`src/logic/mso_params.svh`:
```
// constants of the motor status and output select block
// assumes a 250 MHz clock and a 32-bit register bus
`ifndef MSO_PARAMS_SVH
`define MSO_PARAMS_SVH

// timing
`define MSO_CLK_KHZ 250000
`define MSO_TRIP_HOLD_MS 200
`define MSO_TRIP_HOLD_CYCLES (`MSO_TRIP_HOLD_MS * `MSO_CLK_KHZ)

// widths
`define MSO_ADDR_W 8
`define MSO_ADC_W 12
`define MSO_SPD_W 16

// register byte offsets
`define MSO_OFS_CTRL 8'h00
`define MSO_OFS_LIMITS 8'h04
`define MSO_OFS_ISPEED 8'h08
`define MSO_OFS_TORQUE 8'h0C
`define MSO_OFS_MATCH 8'h10
`define MSO_OFS_RATIO 8'h14
`define MSO_OFS_STATUS 8'h18
`define MSO_OFS_CMDSPD 8'h1C
`define MSO_OFS_DISPLAY 8'h20
`define MSO_OFS_TLIM 8'h24

// control register fields
`define MSO_CTRL_SRC_BIT 0
`define MSO_CTRL_FUNC_LSB 4
`define MSO_CTRL_POL_BIT 8
`define MSO_CTRL_MON_LSB 12
`define MSO_CTRL_PCNT_LSB 16
`define MSO_CTRL_MASK 32'h0007_7171

// reset values
`define MSO_CTRL_RST 32'h0000_0000
`define MSO_LIMITS_RST 32'h0BB8_0000
`define MSO_ISPEED_RST 16'h0000
`define MSO_TORQUE_RST 8'h64
`define MSO_MATCH_RST 16'h0032
`define MSO_RATIO_RST 32'h0001_0001

// scaling
`define MSO_FULL_PCT 8'h64
`define MSO_DISPLAY_MAX 17'h1869F
`define MSO_RESP_OKAY 2'h0
`define MSO_RESP_SLVERR 2'h2

`endif

```
`src/logic/mso_pkg.sv`:
```
// types of the motor status and output select block
// assumes mso_params.svh is on the include path
`include "mso_params.svh"

package mso_pkg;

    typedef enum logic [2:0] {
        MSO_FN_TRIP = 3'h0,
        MSO_FN_ARRIVAL = 3'h1,
        MSO_FN_RUN = 3'h2,
        MSO_FN_FREE = 3'h3,
        MSO_FN_CCW = 3'h4,
        MSO_FN_CW = 3'h5,
        MSO_FN_OVERLOAD = 3'h6,
        MSO_FN_PULSE = 3'h7
    } mso_func_t;

    typedef enum logic [2:0] {
        MSO_MON_SPEED = 3'h0,
        MSO_MON_TORQUE = 3'h1,
        MSO_MON_AVGLOAD = 3'h2,
        MSO_MON_CMD = 3'h3,
        MSO_MON_DCV = 3'h4
    } mso_mon_t;

    typedef enum logic {MSO_WR_IDLE = 1'b0, MSO_WR_RESP = 1'b1} mso_wr_t;
    typedef enum logic {MSO_RD_IDLE = 1'b0, MSO_RD_DATA = 1'b1} mso_rd_t;

    typedef struct packed {
        logic trip_fault;
        logic reset_req;
        logic running;
        logic free_run;
        logic run_ccw;
        logic run_cw;
        logic cmd_ccw;
        logic edge_tick;
        logic [`MSO_SPD_W-1:0] act_speed;
        logic [7:0] load_pct;
        logic [15:0] torque;
        logic [15:0] avg_load;
        logic [15:0] dc_volt;
        logic [`MSO_ADC_W-1:0] analog_code;
    } mso_motor_in_t;

    typedef struct packed {
        mso_wr_t wr_state;
        logic awready;
        logic wready;
        logic aw_done;
        logic w_done;
        logic [`MSO_ADDR_W-1:0] awaddr;
        logic [31:0] wdata;
        logic [3:0] wstrb;
        logic bvalid;
        logic [1:0] bresp;
        mso_rd_t rd_state;
        logic arready;
        logic rvalid;
        logic [31:0] rdata;
        logic [1:0] rresp;
        logic [31:0] ctrl;
        logic [31:0] limits;
        logic [`MSO_SPD_W-1:0] ispeed;
        logic [7:0] torque;
        logic [15:0] match;
        logic [31:0] ratio;
        logic trip;
        logic out;
        logic pulse_level;
        logic [4:0] edge_cnt;
        logic arrival;
        logic overload;
        logic [`MSO_SPD_W-1:0] cmd_speed;
        logic [15:0] torque_lim;
        logic [16:0] display;
    } mso_state_t;

endpackage

```
`src/logic/mso_hold_timer.sv`:
```
// one-shot hold detector: fires once an enable has stayed high for CYCLES clocks
// assumes enable is synchronous to clk
`timescale 1ns/1ps

module mso_hold_timer #(
    parameter int unsigned CYCLES = 50000000,
    parameter int unsigned CNT_W = $clog2(CYCLES + 1)
) (
    // clock and reset
    input wire logic clk,
    input wire logic rstn,
    // hold request and result
    input wire logic en,
    output logic done
);
    typedef struct packed {
        logic [CNT_W-1:0] cnt;
        logic fired;
        logic done;
    } mso_hold_state_t;

    localparam logic [CNT_W-1:0] LAST = CNT_W'(CYCLES - 1);

    mso_hold_state_t s;
    mso_hold_state_t n;

    always_comb begin
        n = s;
        n.done = 1'b0;
        if (!en) begin
            n.cnt = '0;
            n.fired = 1'b0;
        end else if (!s.fired) begin
            if (s.cnt == LAST) begin
                n.fired = 1'b1;
                n.done = 1'b1;
            end else begin
                n.cnt = s.cnt + 1'b1;
            end
        end
    end

    always_ff @(posedge clk or negedge rstn) begin
        if (!rstn) begin
            s <= '0;
        end else begin
            s <= n;
        end
    end

    assign done = s.done;
endmodule

```
`src/logic/mso_lin_map.sv`:
```
// maps an analogue speed code linearly between a lower and an upper speed
// assumes code zero stands for 0 V and all ones for 5 V
`timescale 1ns/1ps

module mso_lin_map #(
    parameter int unsigned CODE_W = 12,
    parameter int unsigned SPD_W = 16
) (
    // analogue code and end points
    input wire logic [CODE_W-1:0] code,
    input wire logic [SPD_W-1:0] lower,
    input wire logic [SPD_W-1:0] upper,
    // commanded speed
    output logic [SPD_W-1:0] speed
);
    logic [SPD_W-1:0] span;
    logic [SPD_W+CODE_W-1:0] prod;

    always_comb begin
        span = (upper > lower) ? (upper - lower) : '0;
        prod = span * code;
        if (code == '1) begin
            speed = upper;
        end else begin
            speed = lower + prod[SPD_W+CODE_W-1:CODE_W];
        end
    end
endmodule

```
`src/logic/mso_status_top.sv`:
```
// motor status, limit and output select logic with an AXI4-Lite register slave
// assumes motor inputs are synchronous to REF_CLK and the bus master follows AXI4-Lite
`timescale 1ns/1ps
`include "mso_params.svh"

// What this block does
// the controller holds the trip-reset request at least 0.2 s
// trip-reset acts only while a trip is latched, otherwise ignored
// analogue source: zero input commands the lower speed limit
// analogue source: full-scale input commands the upper speed limit
// stored internal speed never exceeds the upper speed limit
// torque limit is a percentage, 100 meaning rated torque
// one selected status source drives the output terminal
// overload source is active while load exceeds 100 percent
// polarity setting inverts the output terminal
// arrival is active while speed error is below the matching range
// arrival is suppressed while rotation direction is changing
// pulse source gives 1, 2, 3, 4, 6, 8, 12 or 24 pulses per turn
// display shows the monitor quantity selected, five digits
// speed display is scaled by numerator over denominator
// software should not set the matching range too small
// analogue inputs between the ends interpolate linearly
module mso_status_top #(
    parameter int unsigned TRIP_HOLD_CYCLES = `MSO_TRIP_HOLD_CYCLES,
    parameter logic [15:0] RATED_TORQUE = 16'h03E8,
    parameter logic [4:0] EDGES_PER_HALF_TURN = 5'h18
) (
    // clock and reset
    input wire logic REF_CLK,
    input wire logic RSTN,
    // register bus write
    input wire logic [`MSO_ADDR_W-1:0] AWADDR,
    input wire logic AWVALID,
    output logic AWREADY,
    input wire logic [31:0] WDATA,
    input wire logic [3:0] WSTRB,
    input wire logic WVALID,
    output logic WREADY,
    output logic [1:0] BRESP,
    output logic BVALID,
    input wire logic BREADY,
    // register bus read
    input wire logic [`MSO_ADDR_W-1:0] ARADDR,
    input wire logic ARVALID,
    output logic ARREADY,
    output logic [31:0] RDATA,
    output logic [1:0] RRESP,
    output logic RVALID,
    input wire logic RREADY,
    // motor side
    input wire mso_pkg::mso_motor_in_t MOTOR_IN,
    output logic STATUS_OUT,
    output logic TRIP_ACTIVE,
    output logic [`MSO_SPD_W-1:0] CMD_SPEED,
    output logic [15:0] TORQUE_LIMIT,
    output logic [16:0] DISPLAY_VALUE
);
    mso_pkg::mso_state_t s;
    mso_pkg::mso_state_t n;
    mso_pkg::mso_func_t func;
    mso_pkg::mso_mon_t mon;
    logic [`MSO_SPD_W-1:0] map_speed;
    logic [`MSO_SPD_W-1:0] upper;
    logic [`MSO_SPD_W-1:0] lower;
    logic [`MSO_SPD_W-1:0] speed_err;
    logic hold_en;
    logic hold_done;
    logic dir_changing;
    logic src;
    logic [4:0] half;
    logic [31:0] spd_scaled;
    logic [23:0] tq_scaled;
    logic [31:0] rd_word;
    logic [1:0] rd_resp;

    function automatic logic [31:0] merge(input logic [31:0] old, input logic [31:0] d, input logic [3:0] st);
        logic [31:0] r;
        r = old;
        for (int i = 0; i < 4; i++) begin
            if (st[i]) begin
                r[i*8 +: 8] = d[i*8 +: 8];
            end
        end
        return r;
    endfunction

    assign lower = s.limits[15:0];
    assign upper = s.limits[31:16];
    assign func = mso_pkg::mso_func_t'(s.ctrl[`MSO_CTRL_FUNC_LSB +: 3]);
    assign mon = mso_pkg::mso_mon_t'(s.ctrl[`MSO_CTRL_MON_LSB +: 3]);
    assign hold_en = MOTOR_IN.reset_req & s.trip;

    mso_hold_timer #(
        .CYCLES(TRIP_HOLD_CYCLES)
    ) i_mso_hold_timer (
        .clk(REF_CLK),
        .rstn(RSTN),
        .en(hold_en),
        .done(hold_done)
    );

    mso_lin_map #(
        .CODE_W(`MSO_ADC_W),
        .SPD_W(`MSO_SPD_W)
    ) i_mso_lin_map (
        .code(MOTOR_IN.analog_code),
        .lower(lower),
        .upper(upper),
        .speed(map_speed)
    );

    // read data multiplexer
    always_comb begin
        rd_resp = `MSO_RESP_OKAY;
        case (ARADDR)
            `MSO_OFS_CTRL: rd_word = s.ctrl;
            `MSO_OFS_LIMITS: rd_word = s.limits;
            `MSO_OFS_ISPEED: rd_word = {16'h0000, s.ispeed};
            `MSO_OFS_TORQUE: rd_word = {24'h000000, s.torque};
            `MSO_OFS_MATCH: rd_word = {16'h0000, s.match};
            `MSO_OFS_RATIO: rd_word = s.ratio;
            `MSO_OFS_STATUS: rd_word = {27'h0000000, s.pulse_level, s.overload, s.arrival, s.out, s.trip};
            `MSO_OFS_CMDSPD: rd_word = {16'h0000, s.cmd_speed};
            `MSO_OFS_DISPLAY: rd_word = {15'h0000, s.display};
            `MSO_OFS_TLIM: rd_word = {16'h0000, s.torque_lim};
            default: begin
                rd_word = 32'h0000_0000;
                rd_resp = `MSO_RESP_SLVERR;
            end
        endcase
    end

    // speed error, direction change, pulse divider and scalers
    always_comb begin
        speed_err = (MOTOR_IN.act_speed > s.cmd_speed) ? (MOTOR_IN.act_speed - s.cmd_speed)
                                                       : (s.cmd_speed - MOTOR_IN.act_speed);
        dir_changing = (MOTOR_IN.run_ccw | MOTOR_IN.run_cw) & (MOTOR_IN.cmd_ccw != MOTOR_IN.run_ccw);
        case (s.ctrl[`MSO_CTRL_PCNT_LSB +: 3])
            3'h0: half = EDGES_PER_HALF_TURN;
            3'h1: half = 5'(EDGES_PER_HALF_TURN / 2);
            3'h2: half = 5'(EDGES_PER_HALF_TURN / 3);
            3'h3: half = 5'(EDGES_PER_HALF_TURN / 4);
            3'h4: half = 5'(EDGES_PER_HALF_TURN / 6);
            3'h5: half = 5'(EDGES_PER_HALF_TURN / 8);
            3'h6: half = 5'(EDGES_PER_HALF_TURN / 12);
            default: half = 5'(EDGES_PER_HALF_TURN / 24);
        endcase
        spd_scaled = (s.ratio[31:16] == 16'h0000) ? 32'h0000_0000
                                                  : (MOTOR_IN.act_speed * s.ratio[15:0]) / s.ratio[31:16];
        tq_scaled = (RATED_TORQUE * s.torque) / `MSO_FULL_PCT;
        case (func)
            mso_pkg::MSO_FN_TRIP: src = s.trip;
            mso_pkg::MSO_FN_ARRIVAL: src = s.arrival;
            mso_pkg::MSO_FN_RUN: src = MOTOR_IN.running;
            mso_pkg::MSO_FN_FREE: src = MOTOR_IN.free_run;
            mso_pkg::MSO_FN_CCW: src = MOTOR_IN.run_ccw;
            mso_pkg::MSO_FN_CW: src = MOTOR_IN.run_cw;
            mso_pkg::MSO_FN_OVERLOAD: src = s.overload;
            mso_pkg::MSO_FN_PULSE: src = s.pulse_level;
            default: src = 1'b0;
        endcase
    end

    // next state
    always_comb begin
        n = s;
        // write address and data, taken in either order
        if (s.awready && AWVALID) begin
            n.awready = 1'b0;
            n.aw_done = 1'b1;
            n.awaddr = AWADDR;
        end
        if (s.wready && WVALID) begin
            n.wready = 1'b0;
            n.w_done = 1'b1;
            n.wdata = WDATA;
            n.wstrb = WSTRB;
        end
        case (s.wr_state)
            mso_pkg::MSO_WR_IDLE: begin
                if (s.aw_done && s.w_done) begin
                    n.aw_done = 1'b0;
                    n.w_done = 1'b0;
                    n.bvalid = 1'b1;
                    n.bresp = `MSO_RESP_OKAY;
                    n.wr_state = mso_pkg::MSO_WR_RESP;
                    case (s.awaddr)
                        `MSO_OFS_CTRL: n.ctrl = merge(s.ctrl, s.wdata, s.wstrb) & `MSO_CTRL_MASK;
                        `MSO_OFS_LIMITS: n.limits = merge(s.limits, s.wdata, s.wstrb);
                        `MSO_OFS_ISPEED: n.ispeed = 16'(merge({16'h0000, s.ispeed}, s.wdata, s.wstrb));
                        `MSO_OFS_TORQUE: n.torque = 8'(merge({24'h000000, s.torque}, s.wdata, s.wstrb));
                        `MSO_OFS_MATCH: n.match = 16'(merge({16'h0000, s.match}, s.wdata, s.wstrb));
                        `MSO_OFS_RATIO: n.ratio = merge(s.ratio, s.wdata, s.wstrb);
                        `MSO_OFS_STATUS, `MSO_OFS_CMDSPD, `MSO_OFS_DISPLAY, `MSO_OFS_TLIM: n.bresp = `MSO_RESP_OKAY;
                        default: n.bresp = `MSO_RESP_SLVERR;
                    endcase
                end
            end
            mso_pkg::MSO_WR_RESP: begin
                if (BREADY) begin
                    n.bvalid = 1'b0;
                    n.awready = 1'b1;
                    n.wready = 1'b1;
                    n.wr_state = mso_pkg::MSO_WR_IDLE;
                end
            end
            default: n.wr_state = mso_pkg::MSO_WR_IDLE;
        endcase
        // read channel
        case (s.rd_state)
            mso_pkg::MSO_RD_IDLE: begin
                if (ARVALID) begin
                    n.arready = 1'b0;
                    n.rvalid = 1'b1;
                    n.rdata = rd_word;
                    n.rresp = rd_resp;
                    n.rd_state = mso_pkg::MSO_RD_DATA;
                end
            end
            mso_pkg::MSO_RD_DATA: begin
                if (RREADY) begin
                    n.rvalid = 1'b0;
                    n.arready = 1'b1;
                    n.rd_state = mso_pkg::MSO_RD_IDLE;
                end
            end
            default: n.rd_state = mso_pkg::MSO_RD_IDLE;
        endcase
        // internal speed held at or below the upper limit
        if (n.ispeed > n.limits[31:16]) begin
            n.ispeed = n.limits[31:16];
        end
        // commanded speed
        if (s.ctrl[`MSO_CTRL_SRC_BIT]) begin
            n.cmd_speed = map_speed;
        end else begin
            n.cmd_speed = s.ispeed;
        end
        n.torque_lim = (tq_scaled > 24'h00FFFF) ? 16'hFFFF : tq_scaled[15:0];
        // trip latch, a new fault wins over the reset
        n.trip = MOTOR_IN.trip_fault | (s.trip & ~hold_done);
        // pulse output, toggles every half period in motor edges
        if (MOTOR_IN.edge_tick) begin
            if (s.edge_cnt + 5'h01 >= half) begin
                n.edge_cnt = 5'h00;
                n.pulse_level = ~s.pulse_level;
            end else begin
                n.edge_cnt = s.edge_cnt + 5'h01;
            end
        end
        n.arrival = (speed_err < s.match) & ~dir_changing;
        n.overload = MOTOR_IN.load_pct > `MSO_FULL_PCT;
        n.out = src ^ s.ctrl[`MSO_CTRL_POL_BIT];
        // monitor display
        case (mon)
            mso_pkg::MSO_MON_SPEED: n.display = (spd_scaled > 32'(`MSO_DISPLAY_MAX)) ? `MSO_DISPLAY_MAX
                                                                                       : spd_scaled[16:0];
            mso_pkg::MSO_MON_TORQUE: n.display = {1'b0, MOTOR_IN.torque};
            mso_pkg::MSO_MON_AVGLOAD: n.display = {1'b0, MOTOR_IN.avg_load};
            mso_pkg::MSO_MON_CMD: n.display = {1'b0, s.cmd_speed};
            mso_pkg::MSO_MON_DCV: n.display = {1'b0, MOTOR_IN.dc_volt};
            default: n.display = 17'h00000;
        endcase
    end

    always_ff @(posedge REF_CLK or negedge RSTN) begin
        if (!RSTN) begin
            s <= '0;
            s.awready <= 1'b1;
            s.wready <= 1'b1;
            s.arready <= 1'b1;
            s.ctrl <= `MSO_CTRL_RST;
            s.limits <= `MSO_LIMITS_RST;
            s.ispeed <= `MSO_ISPEED_RST;
            s.torque <= `MSO_TORQUE_RST;
            s.match <= `MSO_MATCH_RST;
            s.ratio <= `MSO_RATIO_RST;
        end else begin
            s <= n;
        end
    end

    assign AWREADY = s.awready;
    assign WREADY = s.wready;
    assign BVALID = s.bvalid;
    assign BRESP = s.bresp;
    assign ARREADY = s.arready;
    assign RVALID = s.rvalid;
    assign RDATA = s.rdata;
    assign RRESP = s.rresp;
    assign STATUS_OUT = s.out;
    assign TRIP_ACTIVE = s.trip;
    assign CMD_SPEED = s.cmd_speed;
    assign TORQUE_LIMIT = s.torque_lim;
    assign DISPLAY_VALUE = s.display;
endmodule

```
`config.mk`:
```
export PLATFORM = sky130hd
export DESIGN_NAME = mso_status_top
export DESIGN_NICKNAME = d
export VERILOG_FILES = /design/src/logic/mso_pkg.sv /design/src/logic/mso_hold_timer.sv /design/src/logic/mso_lin_map.sv /design/src/logic/mso_status_top.sv
export VERILOG_INCLUDE_DIRS = /design/src /design/src/logic
export SDC_FILE = /design/constraint.sdc
export NUM_CORES = 2
export LEC_CHECK = 0
export BUFFER_PORTS_ARGS = -buffer_cell sky130_fd_sc_hd__buf_4
export CORE_MARGIN = 2
export CORE_UTILIZATION = 40
export DETAILED_ROUTE_END_ITERATION = 10
export SETUP_SLACK_MARGIN = 0.4
export SYNTH_ARGS = -nofsm -noshare
export SYNTH_HDL_FRONTEND = slang
export SYNTH_HIERARCHICAL = 1
export SYNTH_SLANG_ARGS = --single-unit
```
`constraint.sdc`:
```
create_clock -name REF_CLK -period 118 [get_ports REF_CLK]
set_input_delay 17.7 -clock REF_CLK [delete_from_list [all_inputs] [get_ports REF_CLK]]
set_output_delay 17.7 -clock REF_CLK [all_outputs]
set_load 0.005 [all_outputs]
```
# == Yosys cells after proc, flatten, opt, wreduce, memory -nomap -nowiden ==
# Cells that the tools add are included.
# word_totals
memories,0
latch_bits,0
ram_bits,0
wordCells,201
out_inout_bits,92
rom_bits,0
regBits,291
# op_classes
div,2
n_lt_le_gt_ge,8
n_eq_ne,44
n_mul,3
reduce_logical,29
bitwise_logic,12
n_mux,56
n_shift,0
n_addsub,6
# ops
operator,count
$pmux W32 S10,1
$mux W104,2
$mux W16,8
$mux W8,14
$mux W32,3
$pmux W17 S5,1
$eq A8 B5 Y1 const B,8
$gt A16 B16 Y1,3
$reduce_and A4 Y1,12
$sub A16 B16 Y16,3
$mux W37,1
$pmux W5 S7,1
$div A32 B16 Y32,1
$eq A8 B4 Y1 const B,4
$eq A8 B6 Y1 const B,4
$gt A32 B17 Y1 const B,1
$mul A16 B16 Y32,1
$mul A16 B12 Y28,1
$mux W28,1
$mux W27,1
$add A26 B1 Y26 const B,1
$eq A26 B26 Y1 const B,1
$mux W26,1
$div A18 B7 Y24 const B,1
other kinds (32),85

# == Logic depth before layout (Yosys ltp) ==
# depth
word_depth,6
depth_mapped,505
ltp_nobuf,464

# == By module ==
# The synthesis kept the hierarchy.
# by_module_without_submodules
module,cells_each,n_inst,seq_area_each_um2,area_per_inst_um2
mso_status_top,5849,1,6453.7,47508.1
mso_lin_map,930,1,0.0,7438.4
mso_hold_timer,164,1,700.7,1579.0

# == Worst setup path before layout ==
# Ideal clock, no wire load.
# synth_path
path_kind,in2reg
from,input MOTOR_IN[81] (netlist name)
to,"register s, in the netlist DISPLAY_VALUE[0]"
arrival_time_ns,112.024
t_required_ns,117.861
setup_ns,0.139
cell_stages,483
setup_slack_ns,5.837
cell_sequence,clkbuf_1 -> clkbuf_1 -> nand2_1 -> fa_1 -> inv_1 -> fa_1 -> inv_1 -> fa_1 -> inv_1 -> fa_1 -> fa_1 -> inv_1 -> fa_1 -> inv_1 -> ha_1 -> a21oi_1 -> o21ai_1 -> a21o_1 -> [447 not listed] -> nor2b_1 -> o21ai_0 -> nand2b_1 -> a21oi_1 -> nor2b_1 -> o21ai_0 -> nand2b_1 -> a21oi_1 -> nor2b_1 -> o21ai_0 -> nand2b_1 -> a21oi_1 -> nor2b_1 -> o21ai_0 -> nand3_1 -> a2111oi_0 -> and4b_1 -> a41oi_1
# synth_rtl
element,line,text
from (decl),mso_status_top.sv:51,"input wire mso_pkg::mso_motor_in_t MOTOR_IN,"
to (signal assigned),mso_status_top.sv:279,s <= n;
to (decl),mso_status_top.sv:58,mso_pkg::mso_state_t s;

==> results.ini <==
[route]
vias = 52900
post-route-drc-count = 0
routed-wl-met2_um = 88800
first_pass_iters = 9
drt-total-wl_um = 203000
wl_met1_um = 91600
wire_per_inst_um = 22.7
routed.top_layer = met5
drtIter0Drc = 4719
wl_met3_um = 15000
antenna_violating_nets_post_route = 0
viasPerCell = 5.91

[critical_path]
cpMaxStageDelayCell = fa_1
crit_top_cell = o21a_1
required_ns = 118.40
crit_type = input pin to flip-flop
crit_path_max_fanout = 33
cp_slowest_stage_delay_ns = 0.57
crit_path_start_kind = input pin
crit_arrival_ns = 111.76
cp-end-kind = flip-flop

[layout]
fillCellCount = 14100
fin_nets = 8249
final_cell_mix = nand2_1 (729), ha_1 (702), inv_1 (614)
area_delta_synth_final_pct = 9.19
final_util_pct = 44.1
layout_commonest_cell = nand2_1
final_layout_size_suffix_gt1_share_pct = 12.7

[place]
dpl.hpwl_um = 163000
io_buffers = 236
gp_congestion = 0.983

[die]
ios = 243
dieArea_um2 = 144000
coreArea_um2 = 140000
dieWidth_um = 380
num_rows = 137
start_util_pct = 40.4
die_h_um = 380

[clocking]
cts_buffer_depth = 3
cts_tree = done
clkTransAtPathRegs_ns = 0.06
cts_buffers = 34
cts_root_buf = clkbuf_16
cts_hold_buf = 0
htreeDepth = 2
insertion_delay_ns = 0.58
clock-sinks = 285

[synth]
ys_async_sr_fraction_pct = 100
synth-seq-cells = 285
synth_area_um2 = 56500
synth.distinct_cells = 127
yosysSeqAreaShare_pct = 12.7
syn_inst = 6943
synth.avg_cell_area_um2 = 8.14
synthFlopType = dfrtp_1
yosysWarningCount = 6
synth_enable_flop_cells = 0

[global_routing]
overflow = 0
grt.total_usage_pct = 27.4
grt_max_degree = 181
antenna_found_initial = 12
grt_pass1_wl_um = 310000
grt_pass1_vias = 51000

[timing]
tightest_slew_ns = 1.23
rsz0062_at_grt = no
setup_tns_ns = 0
relSlewSlack_pct = 17.8
setup_violations = 0
max_freq_mhz = 8.98
hold_viol = 0
min_period_ns = 111.35
slew_viol_final = 0
period_share_pct = 94.4
skew_ns = 0.0370

[job]
drv_cap = 0

[status]
outcome = complete, no violations

[hold_path]
hold_path.class = flip-flop to flip-flop

## metrics by stage
stage | hold slack (ns) | std cells | area [um^2] | setup WS [ns]
after CTS | 0.484 | 8895 | 61000 | 0.601
after detailed placement | 0.471 | 8833 | 59900 | -0.0375
after floorplan | 0.438 | 6948 | 56500 | 5.84
after global routing | 0.494 | 8939 | 61700 | 0.0561
after global placement | 0.463 | 8833 | 59900 | 2.19
final | 0.479 | 8942 | 61700 | 6.65
## final cells by class
cell class                      count  area (um^2)  share of cell area, %
Timing Repair Buffer              364         2800                   4.53
Clock buffer                       47          960                   1.55
Antenna cell                        4         10.0                 0.0162
Inverter                          620         2330                   3.77
Clock inverter                     15          116                  0.189
Multi-Input combinational cell   5731        46000                   74.5
Sequential cell                   285         7150                   11.6
Tap cell                         1876         2350                   3.80
## registers in the layout, summed over array words and instances, names as in the netlist, 3 cells and up
name                cells
CMD_SPEED              16
lower                  16
func                    3
RDATA                  32
mon                     3
TORQUE_LIMIT           12
s                     149
i_mso_hold_timer/s     27
DISPLAY_VALUE          17
## cells in the mapped netlist, drive strengths merged (74+ instances only)
library cell / count / area, um^2
nand3: 147 / 748
mux2i: 74 / 744
a21oi: 380 / 1930
nand2: 737 / 2780
ha: 703 / 8800
fa: 359 / 7190
o31ai: 134 / 1020
dfrtp: 267 / 6680
o21a: 200 / 1500
nor2: 452 / 1700
a21o: 149 / 1120
buf: 122 / 822
clkbuf: 191 / 718
o21ai: 313 / 1570
and2: 232 / 1450
mux2: 250 / 2820
xor2: 120 / 1050
xnor2: 199 / 1750
inv: 619 / 2320
nor3: 252 / 1290
## routing by layer
metal	up-vias	GRT usage, %
met5	-	0
met4	2	9.27
met3	353	3.91
met2	1831	43.0
met1	25900	38.4
li1	24800	-
## what timing repair did
| action | in CTS | in global routing |
|---|---|---|
| pin swaps | 0 | 22 |
| endpoints found under the setup margin | 1 | 3 |
| cloned | 0 | 1 |
| resized for setup | 2 | 104 |
| setup buffers | 0 | 42 |
## worst max-delay path, delay by kind of cell
kind            cells  cell delay, ns
mux                 9            2.85
fa+ha+maj          39           13.71
compound gates    264           52.72
buf+inv            33            5.46
simple gates      111           18.75
xor+xnor            2            0.30
## final timing paths
| path | startpoint | end | slack (ns) | cells past startpoint |
|---|---|---|---|---|
| hold / removal | ARREADY | ARREADY | 0.48 | 2 |
| setup reg to reg | s[62] | DISPLAY_VALUE[0] | 23.06 | 458 |
| min in group asynchronous | RSTN | TORQUE_LIMIT[4] | 17.12 | 1 |
| max in group asynchronous | RSTN | RRESP[1] | 99.25 | 2 |
| hold reg to reg | ARREADY | ARREADY | 0.48 | 2 |
| setup / recovery | MOTOR_IN[78] | DISPLAY_VALUE[0] | 6.65 | 458 |
## kinds of logic (layout without fill, tap and decap cells)
group	Yosys count	after routing	share of synthesized area [%]
adder cells (fa/ha/maj)	1072	1072	28.5
multiplexers	327	327	6.42
AND/OR/NAND/NOR	2287	2287	19.8
flip-flops	285	285	12.7
XOR/XNOR	319	319	4.96
AO/OA/AOI/OAI	1719	1720	20.8
other	1	10	0.00663
buffers and inverters	933	1046	6.84
Power is left out: the tool's default activity adds up to more than one toggle a clock period on the data nets, which glitch-free logic cannot reach.
